`src/hw/flash_host_defines.svh`:
```
// Timing counts, pin field positions and codes for the parallel flash host
`ifndef FLASH_HOST_DEFINES_SVH
`define FLASH_HOST_DEFINES_SVH

`define CLK_PERIOD_NS        50
`define T_ACCESS_NS          90
`define T_PAGE_NS            30
`define T_WE_LOW_NS          50
`define T_WE_HIGH_NS         50
`define T_RESET_PULSE_NS     500
`define T_READY_MAX_NS       20000
`define T_RECOVER_NS         50
`define CYC_UP(ns)           (((ns) + `CLK_PERIOD_NS - 1) / `CLK_PERIOD_NS)
// Two sync stages sit between the pins and the captured read data
`define ACCESS_CYC           8'(`CYC_UP(`T_ACCESS_NS) + 2)
`define PAGE_CYC             8'(`CYC_UP(`T_PAGE_NS) + 2)
`define WE_LOW_CYC           8'(`CYC_UP(`T_WE_LOW_NS))
`define WE_HIGH_CYC          8'(`CYC_UP(`T_WE_HIGH_NS))
`define RESET_PULSE_CYC      16'(`CYC_UP(`T_RESET_PULSE_NS))
`define READY_MAX_CYC        16'(`T_READY_MAX_NS / `CLK_PERIOD_NS)
`define RECOVER_CYC          8'(`CYC_UP(`T_RECOVER_NS))
`define SECTOR_MSB           22
`define SECTOR_LSB           16
`define PAGE_LSB             3
`define ID_PIN_BIT           9
`define LOCK_ADDR_LOW        7'h02
`define MFR_ADDR_LOW         7'h00
`define ID1_ADDR_LOW         7'h01
`define ID2_ADDR_LOW         7'h0e
`define ID3_ADDR_LOW         7'h0f

`endif

```
`src/hw/flash_host_pkg.sv`:
```
// Types shared by the parallel flash host
package flash_host_pkg;
  typedef enum logic [2:0] {
    CMD_READ,
    CMD_WRITE,
    CMD_LOCK_STATUS,
    CMD_ID_READ,
    CMD_RESET
  } cmd_e;
  typedef logic [22:0] addr_t;
  typedef logic [15:0] data_t;
endpackage

```
`src/hw/pin_sync.sv`:
```
// Two-stage synchroniser for a group of pin inputs
`timescale 1ns/100ps
module pin_sync #(
  parameter int W = 1
) (
  input  wire logic         i_clk,
  input  wire logic         i_rst,
  input  wire logic [W-1:0] i_async,
  output logic      [W-1:0] o_sync
);
  logic [W-1:0] meta_reg;

  always_ff @(posedge i_clk or posedge i_rst) begin
    if (i_rst) begin
      meta_reg <= '0;
      o_sync   <= '0;
    end else begin
      meta_reg <= i_async;
      o_sync   <= meta_reg;
    end
  end
endmodule // pin_sync

```
`src/hw/flash_host.sv`:
```
// Host controller driving a parallel NOR flash through its pins
// How it works
// (RL1) Sector index sits on address bits 22..16, 128 sectors of 64 Kwords.
// (RL2) Reads drive chip select and output enable low, write strobe high.
// (RL3) Flash floats data while chip select or output enable is high.
// (RL4) Page is 8 words; bits 3 and up pick page, low bits pick word.
// (RL5) First page access waits full time, same-page reads wait page time.
// (RL6) Flash takes address at strobe fall, data at strobe rise.
// (RL7) Writes hold chip select low, output enable high, pulse strobe low.
// (RL8) Only defined command codes may be written to the flash.
// (RL9) Reset pin held low at least the minimum pulse returns read mode.
// (RL10) After reset, ready/busy stays low up to the recovery maximum.
// (RL11) System reset also drives the flash reset pin.
// (RL12) With chip select high the flash is in standby and ignores strobes.
// (RL13) Output enable high with chip select low leaves data floating.
// (RL14) Width select high means word mode on all 16 data lines.
// (RL15) Width select low: byte data on 0..7, line 15 is byte address.
// (RL16) Protect pin low blocks program and erase of outermost sector.
// (RL17) Protect pin high restores outermost sector's earlier protection.
// (RL18) Data pins are inputs or outputs depending on operation.
// (RL19) Lock status read returns 0 unprotected, bit 0 set when protected.
// (RL20) High-voltage identification read returns maker code on low byte.
// (RL21) Protect pin at high voltage enables accelerated programming; the host's accel input only drives the pin to logic high.
// (RL22) Three high-voltage reads return the three-word device code.
`timescale 1ns/100ps
`include "flash_host_defines.svh"
module flash_host
  import flash_host_pkg::*;
(
  input  wire logic        i_clk,
  input  wire logic        i_rst,
  input  wire logic        i_req_valid,
  output logic             o_req_ready,
  input  wire logic [2:0]  i_req_cmd,
  input  wire logic [22:0] i_req_addr,
  input  wire logic        i_req_byte_addr,
  input  wire logic [15:0] i_req_wdata,
  input  wire logic        i_word_mode,
  input  wire logic        i_protect,
  input  wire logic        i_accel,
  output logic             o_rsp_valid,
  output logic      [15:0] o_rsp_rdata,
  output logic             o_busy,
  output logic             o_reset_timeout,
  output logic      [22:0] o_addr,
  output logic             o_chip_sel_n,
  output logic             o_out_en_n,
  output logic             o_write_n,
  output logic             o_reset_n,
  output logic             o_word_mode,
  output logic             o_protect_accel_pin,
  output logic             o_id_high_volt,
  input  wire logic [15:0] i_data,
  output logic      [15:0] o_data,
  output logic      [15:0] o_data_oe,
  output logic             o_msb_data_or_byte_addr,
  output logic             o_msb_oe,
  input  wire logic        i_ready_busy_out
);

  // ****************************************************************
  // State and registers
  // ****************************************************************
  typedef enum {
    ST_RESET_PULSE, ST_RESET_WAIT, ST_IDLE, ST_READ, ST_WR_LOW,
    ST_WR_HIGH, ST_RECOVER
  } state_e;

  state_e      state_reg;
  logic [15:0] cnt_reg;
  logic        page_valid_reg;
  logic [19:0] page_tag_reg;
  logic        word_mode_reg;
  logic        byte_addr_reg;
  logic [15:0] wdata_reg;
  logic        rdy_sync;
  logic [15:0] data_sync;
  logic [16:0] sync_in;

  assign sync_in = {i_ready_busy_out, i_data};

  pin_sync #(.W(17)) u_sync (
    .i_clk   (i_clk),
    .i_rst   (i_rst),
    .i_async (sync_in),
    .o_sync  ({rdy_sync, data_sync})
  );

  function automatic logic same_page(input logic [22:0] a,
                                     input logic [19:0] tag);
    same_page = (a[22:`PAGE_LSB] == tag);
  endfunction

  // Low address pattern for the identification reads
  function automatic logic [6:0] id_low(input logic [22:0] a);
    id_low = {1'b0, 2'b00, a[3:0]};
  endfunction

  assign o_req_ready = (state_reg == ST_IDLE);

  // ****************************************************************
  // Sequencer
  // ****************************************************************
  always_ff @(posedge i_clk or posedge i_rst) begin
    if (i_rst) begin
      state_reg      <= ST_RESET_PULSE;
      cnt_reg        <= 16'h0000;
      page_valid_reg <= 1'b0;
      page_tag_reg   <= 20'h00000;
      o_addr         <= 23'h000000;
      o_chip_sel_n   <= 1'b1;
      o_out_en_n     <= 1'b1;
      o_write_n      <= 1'b1;
      o_reset_n      <= 1'b0;                       // [RL11]
      o_id_high_volt <= 1'b0;
      o_rsp_valid    <= 1'b0;
      o_rsp_rdata    <= 16'h0000;
      o_reset_timeout <= 1'b0;
      wdata_reg      <= 16'h0000;
      byte_addr_reg  <= 1'b0;
    end else begin
      o_rsp_valid <= 1'b0;
      case (state_reg)
        ST_RESET_PULSE: begin
          o_reset_n <= 1'b0;
          cnt_reg   <= cnt_reg + 16'h0001;
          if (cnt_reg + 16'h0001 >= `RESET_PULSE_CYC) begin // [RL9]
            o_reset_n <= 1'b1;
            cnt_reg   <= 16'h0000;
            state_reg <= ST_RESET_WAIT;
          end
        end
        ST_RESET_WAIT: begin
          cnt_reg <= cnt_reg + 16'h0001;
          // Wait for ready, or give up at the ready maximum and flag a timeout, before using the bus [RL10]
          if (cnt_reg >= 16'h0003 && rdy_sync) begin
            state_reg <= ST_IDLE;
          end else if (cnt_reg >= `READY_MAX_CYC) begin
            o_reset_timeout <= 1'b1;
            state_reg       <= ST_IDLE;
          end
        end
        ST_IDLE: begin
          cnt_reg <= 16'h0000;
          if (i_req_valid) begin
            o_addr        <= i_req_addr;
            byte_addr_reg <= i_req_byte_addr;
            wdata_reg     <= i_req_wdata;
            o_id_high_volt <= 1'b0;
            case (cmd_e'(i_req_cmd))
              CMD_READ: begin
                o_chip_sel_n <= 1'b0;               // [RL2]
                o_out_en_n   <= 1'b0;
                o_write_n    <= 1'b1;
                // Same page and chip still selected: page time [RL4] [RL5]
                if (page_valid_reg && !o_chip_sel_n &&
                    same_page(i_req_addr, page_tag_reg)) begin
                  cnt_reg <= 16'(`ACCESS_CYC - `PAGE_CYC);
                end
                page_tag_reg   <= i_req_addr[22:`PAGE_LSB];
                page_valid_reg <= 1'b1;
                state_reg      <= ST_READ;
              end
              CMD_LOCK_STATUS, CMD_ID_READ: begin
                // Sector index stays on bits 22..16 [RL1] [RL19]
                // Id reads pass the low request bits [RL20] [RL22]
                o_addr[`ID_PIN_BIT] <= 1'b1;
                o_addr[6:0] <= (cmd_e'(i_req_cmd) == CMD_LOCK_STATUS) ?
                               `LOCK_ADDR_LOW : id_low(i_req_addr);
                o_id_high_volt <= 1'b1;
                o_chip_sel_n   <= 1'b0;
                o_out_en_n     <= 1'b0;
                page_valid_reg <= 1'b0;
                state_reg      <= ST_READ;
              end
              CMD_WRITE: begin
                o_chip_sel_n   <= 1'b0;             // [RL7]
                o_out_en_n     <= 1'b1;
                o_write_n      <= 1'b0;             // [RL6]
                page_valid_reg <= 1'b0;
                state_reg      <= ST_WR_LOW;
              end
              CMD_RESET: begin
                // Pin falls here so the pulse spans the full count [RL9]
                o_reset_n      <= 1'b0;
                o_chip_sel_n   <= 1'b1;
                o_out_en_n     <= 1'b1;
                page_valid_reg <= 1'b0;
                o_reset_timeout <= 1'b0;
                state_reg      <= ST_RESET_PULSE;
              end
              // Undefined codes are dropped, never sent to the flash [RL8]
              default: state_reg <= ST_IDLE;
            endcase
          end else if (!page_valid_reg) begin
            o_chip_sel_n <= 1'b1;                   // [RL12]
            o_out_en_n   <= 1'b1;
          end
        end
        ST_READ: begin
          cnt_reg <= cnt_reg + 16'h0001;
          if (cnt_reg + 16'h0001 >= 16'(`ACCESS_CYC)) begin
            o_rsp_valid <= 1'b1;
            // Byte mode returns the low byte only [RL15]
            o_rsp_rdata <= word_mode_reg ? data_sync
                                         : {8'h00, data_sync[7:0]};
            o_id_high_volt <= 1'b0;
            if (!page_valid_reg) begin
              o_out_en_n   <= 1'b1;                 // [RL3]
              o_chip_sel_n <= 1'b1;
            end
            state_reg <= ST_IDLE;
          end
        end
        ST_WR_LOW: begin
          cnt_reg <= cnt_reg + 16'h0001;
          if (cnt_reg + 16'h0001 >= 16'(`WE_LOW_CYC)) begin
            o_write_n <= 1'b1;                      // [RL6]
            cnt_reg   <= 16'h0000;
            state_reg <= ST_WR_HIGH;
          end
        end
        ST_WR_HIGH: begin
          cnt_reg <= cnt_reg + 16'h0001;
          if (cnt_reg + 16'h0001 >= 16'(`WE_HIGH_CYC)) begin
            o_chip_sel_n <= 1'b1;
            cnt_reg      <= 16'h0000;
            state_reg    <= ST_RECOVER;
          end
        end
        ST_RECOVER: begin
          cnt_reg <= cnt_reg + 16'h0001;
          if (cnt_reg + 16'h0001 >= 16'(`RECOVER_CYC)) begin
            o_rsp_valid <= 1'b1;
            state_reg   <= ST_IDLE;
          end
        end
        default: state_reg <= ST_IDLE;
      endcase
    end
  end

  // ****************************************************************
  // Width and protect pins
  // ****************************************************************
  always_ff @(posedge i_clk or posedge i_rst) begin
    if (i_rst) begin
      word_mode_reg       <= 1'b1;
      o_word_mode         <= 1'b1;
      o_protect_accel_pin <= 1'b1;
    end else if (state_reg == ST_IDLE && !i_req_valid) begin
      word_mode_reg       <= i_word_mode;           // [RL14]
      o_word_mode         <= i_word_mode;
      // Low protects outer sector, high restores it [RL16] [RL17] [RL21]
      o_protect_accel_pin <= !i_protect || i_accel;
    end
  end

  // ****************************************************************
  // Data pin drive
  // ****************************************************************
  always_comb begin
    o_data    = wdata_reg;
    o_data_oe = 16'h0000;
    if (state_reg == ST_WR_LOW || state_reg == ST_WR_HIGH) begin
      // Drive only during the write cycle [RL18] [RL13]
      o_data_oe = word_mode_reg ? 16'hffff : 16'h00ff;
    end
  end

  // Line 15 carries byte address in byte mode, data in word mode [RL15]
  always_comb begin
    o_msb_data_or_byte_addr = word_mode_reg ? wdata_reg[15] : byte_addr_reg;
    o_msb_oe = word_mode_reg ? o_data_oe[15] : !o_chip_sel_n;
  end

  assign o_busy = (state_reg != ST_IDLE) || !rdy_sync;

endmodule // flash_host

```
`config.mk`:
```
export PLATFORM = sky130hd
export DESIGN_NAME = flash_host
export DESIGN_NICKNAME = d
export VERILOG_FILES = /design/src/hw/flash_host_pkg.sv /design/src/hw/pin_sync.sv /design/src/hw/flash_host.sv
export VERILOG_INCLUDE_DIRS = /design/src /design/src/hw
export SDC_FILE = /design/constraint.sdc
export NUM_CORES = 1
export LEC_CHECK = 0
export ABC_AREA = 1
export CAP_MARGIN = 25
export CORE_MARGIN = 4
export CORE_UTILIZATION = 40
export CTS_CLUSTER_SIZE = 24
export DETAILED_ROUTE_END_ITERATION = 10
export DONT_BUFFER_PORTS = 1
export PLACE_DENSITY = 0.6
export SYNTH_ARGS = -nofsm -noshare
export SYNTH_HDL_FRONTEND = slang
export SYNTH_SLANG_ARGS = --single-unit
export TNS_END_PERCENT = 10
```
`constraint.sdc`:
```
create_clock -name i_clk -period 11.8 [get_ports i_clk]
set_input_delay 1.18 -clock i_clk [delete_from_list [all_inputs] [get_ports i_clk]]
set_output_delay 1.18 -clock i_clk [all_outputs]
set_load 0.02 [all_outputs]
```
Yosys cells after proc, flatten, opt, wreduce, memory -nomap -nowiden:

Cells that the tools add are included.

* register bits: 168
* output and inout port bits: 84
* input bits: 66
* word-level logic and storage cells: 144

* reduce and logical (&&, ||, !) cells: 38
* order comparisons: 5
* add/subtract/negate cells: 1
* equal/unequal tests: 28
* multiplexer cells: 53

Operators by type and width (count)
* 32-bit 2-to-1 mux: 8
* 32-bit one-hot mux with 7 select lines: 1
* 32-bit by 3-bit == test with 1-bit output (second input constant): 4
* 16-bit 2-to-1 mux: 5
* 32-bit by 2-bit == test with 1-bit output (second input constant): 2
* 32-bit by 4-bit == test with 1-bit output (second input constant): 2
* 16-bit one-hot mux with 4 select lines: 1
* 32-bit by 1-bit == test with 1-bit output (second input constant): 1
* 32-bit zero test: 1
* 32-bit by 3-bit != test with 1-bit output (second input constant): 1
* 1-bit 2-to-1 mux: 24
* 20-bit == test: 1
* 1-bit one-hot mux with 2 select lines: 10
* 16-bit by 1-bit adder with 16-bit output (second input constant): 1
* 16-bit by 1-bit greater-or-equal comparator with 1-bit output (second input constant): 1
* 16-bit by 2-bit greater-or-equal comparator with 1-bit output (second input constant): 1
* 16-bit by 3-bit greater-or-equal comparator with 1-bit output (second input constant): 1
* 16-bit by 4-bit greater-or-equal comparator with 1-bit output (second input constant): 1
* 16-bit by 9-bit greater-or-equal comparator with 1-bit output (second input constant): 1
* 2-bit != test (second input constant): 8
* 3-bit AND reduction: 5
* 2-bit nonzero test: 5
* 3-bit one-hot mux with 3 select lines: 1
* 4-bit AND reduction: 2
* 23 further kinds: 37

Depth between registers and ports, before layout:

* depth in word-level cells: 7
* gate-level depth with buffers: 14
* mapped depth without buffers: 14

Hierarchy:

A second synthesis with hierarchy kept.

* cells, all modules: 719
* area, all modules: 6269.8 sq um

Modules (own cells, without submodules)
* flash_host: seq. area each 2633.8 sq um, area an instance 5415.2 sq um, instances 1, cells each 684
* pin_sync: seq. area each 850.8 sq um, area an instance 854.6 sq um, instances 1, cells each 35

Worst setup path before layout:

Ideal clock, no wire load.

* path kind: register to output
* start point: register state_reg[2]
* end point: output o_msb_oe
* path slack: 8.327 ns
* arrival time: 2.293 ns
* path buffers: 1
* cell stages (with the launch flop): 7
* data required time: 10.620 ns
* path through: dfrtp_1 -> clkbuf_1 -> inv_1 -> nor2_1 -> inv_1 -> nor2_1 -> o21bai_1

* word-level cells in the longest chain between the ends: 4
* elaborated cells between the ends (all ways): 5
* classes of those cells: eq/ne (2); mux (2); reduce/logical (1)

Ends and longest elaborated chain
* start: declaration: RTL line flash_host.sv:69 `state_e state_reg;`
* start signal: assignment: RTL line flash_host.sv:106 `state_reg <= ST_RESET_PULSE;`
* start signal: assignment: RTL line flash_host.sv:130 `state_reg <= ST_RESET_WAIT;`
* start signal: assignment: RTL line flash_host.sv:137 `state_reg <= ST_IDLE;`
* 32-bit by 4-bit == test with 1-bit output: RTL line flash_host.sv:265 `if (state_reg == ST_WR_LOW || state_reg == ST_WR_HIGH) begin`
* 1-bit logical OR (*): RTL line flash_host.sv:265
* 16-bit 2-to-1 mux (*): RTL line flash_host.sv:265
* 1-bit 2-to-1 mux (*): RTL line flash_host.sv:274 `o_msb_oe = word_mode_reg ? o_data_oe[15] : !o_chip_sel_n;`
* end: declaration: RTL line flash_host.sv:57 `output logic o_msb_oe,`

Mark *: on every way between the ends. The rest lies on a longest branch, timed or not.

Worst setup path in the final report:

Ends and elaborated chain as after synthesis.

==> reports/metrics.yaml <==
post_drt_wl_per_cell_um: 15.6
slew_viol_final: 0
clk_pin_slew_ns: 0.06
hold_path_class: "reg2reg"
drc: 0
postRouteWirelength_um: 14100
synth-seq-area-share_pct: 56.0
die_h_um: 133
vias: 4606
final_util_pct: 45.5
synth-edff-count: 0
worstPathMaxFanout: 9
start_util_pct: 40.9
crit_type: "reg2out"
drt_first_iter_violations: 296
cts_buffers: 17
p_per_area_mw_per_mm2: 267
design.core.area_mm2: 0.0152
ir_drop_mv: 0.141
synthXorXnorAreaFrac_pct: 1.27
grt_first_pass_wirelength_um: 23000
grt_remaining_overflow: 0
commonest_non_fill_non_tap_cells_in_the_layout: "219 x sky130_fd_sc_hd__nand2_1, 134 x sky130_fd_sc_hd__dfrtp_1, 67 x sky130_fd_sc_hd__inv_1"
largest_register_ffs: 23
post-dp-hpwl_um: 10300
cts_buffer_depth: 2
vias_per_cell: 5.08
sum_of_negative_setup_slack_ns: 0
finalCritPeriodShare_pct: 30.8
mostFrequentLayoutCell: "sky130_fd_sc_hd__nand2_1"
area_overhead_vs_synth_pct: 11.2
critical_path.max_stage_delay_ns: 0.76
dieWidth_um: 133
rsz0062_at_grt: "no"
core.rowCount: 45
design.portCount: 150
final_nets: 777
timing.critical_path.from_type: "flip-flop"
tmin_final_ns: 3.63
avgSynthCellArea_um2: 8.73
clock_tree.root_cell: "sky130_fd_sc_hd__clkbuf_16"
finalHoldViolCount: 0
drtAntennaViolNets: 0
timing.max_cap.violations: 0
cts.repair.resized: 0
die-area_mm2: 0.0176
hold_start: "u_sync.meta_reg[7]$_DFF_PP0_"
critPathCaptureType: "primary output"
first_global_vias: 4578
max-slew-margin-rel_pct: 34.3
worst_r2r_path_depth: 10
timing_worst_slew_pin_value_ns: 0.981
routabilityCongestion: 0.885
globalRouteTotalUtil_pct: 16.3
worstPathCellList: "inv_1 > nor2_4 > inv_1 > nor2_4 > o21bai_1"
ffs_latches_synth: 139
netlist-cell-type-count: 39
drtPass1Iterations: 4
status: "finished, final reports clean"
post_synth_fa_ha_maj_area_fraction_pct: 1.01
worstReg2RegEnd: "o_addr[4]$_DFFE_PP0P_"
worstPathArrival_ns: 2.45
combinational_family_with_the_most_area_after_synthesis: "simple AND/OR/NAND/NOR gates"
synthesis.instances: 713
synth_flop_cell: "sky130_fd_sc_hd__dfrtp_1"
tritoncts_num_sinks: 139
clock-skew-final_ns: 0.00781
initial_antenna_violation_count: 0
power_leakage_nw: 3.34
min_path_cells: 0
cpMaxStageDelayCell: "sky130_fd_sc_hd__nor2_4"
timing.reg2reg.setup_slack_ns: 9.01
hold_critical_path_endpoint: "u_sync.o_sync[7]$_DFF_PP0_"
antenna_cells: 0
synthesis.nets: 784
io_buffer_count: 0
ctsHtreeMaxLevel: 4
clock_latency_reported_for_the_late_side_of_the_worst_skew_pair_ns: 0.41
timing.fmax_mhz: 276
asyncSetResetFlopFracSynth_pct: 100
largest_net_degree_at_the_start_of_global_routing: 75
setup_violating_endpoint_count_in_the_final_report: 0
compound_gate_portion_of_the_synthesized_area_pct: 8.99
post-cts-setup-buffer-count: 0
yosys.area_share.simple_pct: 25.1
tritoncts: "yes"
postCtsHoldBufs: 0
cp_data_required_time_ns: 10.62
synthMuxAreaShare_pct: 0
r2r-start: "state_reg[1]$_DFFE_PP0P_"
layout_cells_sized_above_1_pct: 11.0
syn_area_mm2: 0.00622
yosysWarnings: 0
[area by class of cell]
type	instances	area, µm²
tap	188	235
inverter	72	275
multi-input combinational	469	2280
clock buffer	20	447
fill	1485	8280
clock inverter	12	115
timing repair buffer	7	81.3
sequential	139	3480
[layer usage]
metal  track usage [%]  wire, µm  part of all wire, %  vias up
met3              6.16       988                  7.0       15
met4              5.95       234                  1.7        0
met5                 0         0                    0        -
met1              19.9      5880                   42     2207
li1                  -         -                    -     2268
met2              26.6      7020                   50      116
[synth_stat cells, types with 4 or more instances]
cell | number | area (µm²)
sky130_fd_sc_hd__nor3_1 | 6 | 30.0
sky130_fd_sc_hd__dfstp_2 | 5 | 131
sky130_fd_sc_hd__ha_1 | 5 | 62.6
sky130_fd_sc_hd__nand4_1 | 11 | 68.8
sky130_fd_sc_hd__nand3_1 | 44 | 220
sky130_fd_sc_hd__o21ai_0 | 64 | 320
sky130_fd_sc_hd__nand2_2 | 7 | 43.8
sky130_fd_sc_hd__clkbuf_1 | 11 | 41.3
sky130_fd_sc_hd__inv_1 | 69 | 259
sky130_fd_sc_hd__buf_4 | 14 | 105
sky130_fd_sc_hd__o21ai_2 | 4 | 35.0
sky130_fd_sc_hd__buf_2 | 6 | 30.0
sky130_fd_sc_hd__xor2_1 | 5 | 43.8
sky130_fd_sc_hd__dfrtp_1 | 134 | 3350
sky130_fd_sc_hd__o22ai_1 | 9 | 56.3
sky130_fd_sc_hd__nor2_1 | 48 | 180
sky130_fd_sc_hd__nand2_1 | 219 | 822
sky130_fd_sc_hd__xnor2_1 | 4 | 35.0
sky130_fd_sc_hd__o21ai_1 | 4 | 20.0
sky130_fd_sc_hd__a31oi_1 | 4 | 25.0
sky130_fd_sc_hd__nor2_2 | 4 | 25.0
sky130_fd_sc_hd__nor2_4 | 6 | 67.6
[cell families after synthesis]
| kind of cell | count (synthesis) |
|---|---|
| buf+inv | 105 |
| fa+ha+maj | 5 |
| flops | 139 |
| simple gates | 356 |
| compound gates | 99 |
| xor+xnor | 9 |
[where the power goes]
part           switching [mW]  internal [mW]
logic                   0.305          0.153
registers               0.254          0.634
clock network           0.203          0.298
total                   0.762           1.08
[metrics by stage]
stage	power (mW)	cell area [µm²]	hold slack [ns]	std cells	setup slack, ns
final	1.85	6920	0.347	907	8.17
after global routing	1.98	6920	0.352	907	8.04
after CTS	1.87	6870	0.350	904	7.19
after detailed placement	1.36	6300	0.336	872	7.64
after global placement	1.33	6300	0.333	872	7.71
after floorplan	1.23	6220	0.331	713	6.90
[critical path, delay by kind of cell (launching register included)]
kind            cells  cell delay [ns]
buf+inv             2             0.28
compound gates      1             0.35
simple gates        2             0.90
flops               1             0.49
[worst max path at each step]
stage	startpoint	end	slack [ns]
2_1_floorplan	i_rst	byte_addr_reg$_DFFE_PP0P_	6.90
3_3_place_gp	state_reg[2]$_DFFE_PP0P_	o_msb_oe	7.71
3_5_place_dp	state_reg[2]$_DFFE_PP0P_	o_msb_oe	7.64
4_1_cts	state_reg[2]$_DFFE_PP0P_	o_msb_oe	7.19
5_1_grt	state_reg[2]$_DFFE_PP0P_	o_msb_oe	8.04
6_report	state_reg[2]$_DFFE_PP0P_	o_msb_oe	8.17
(Power assumes the default switching activity.)
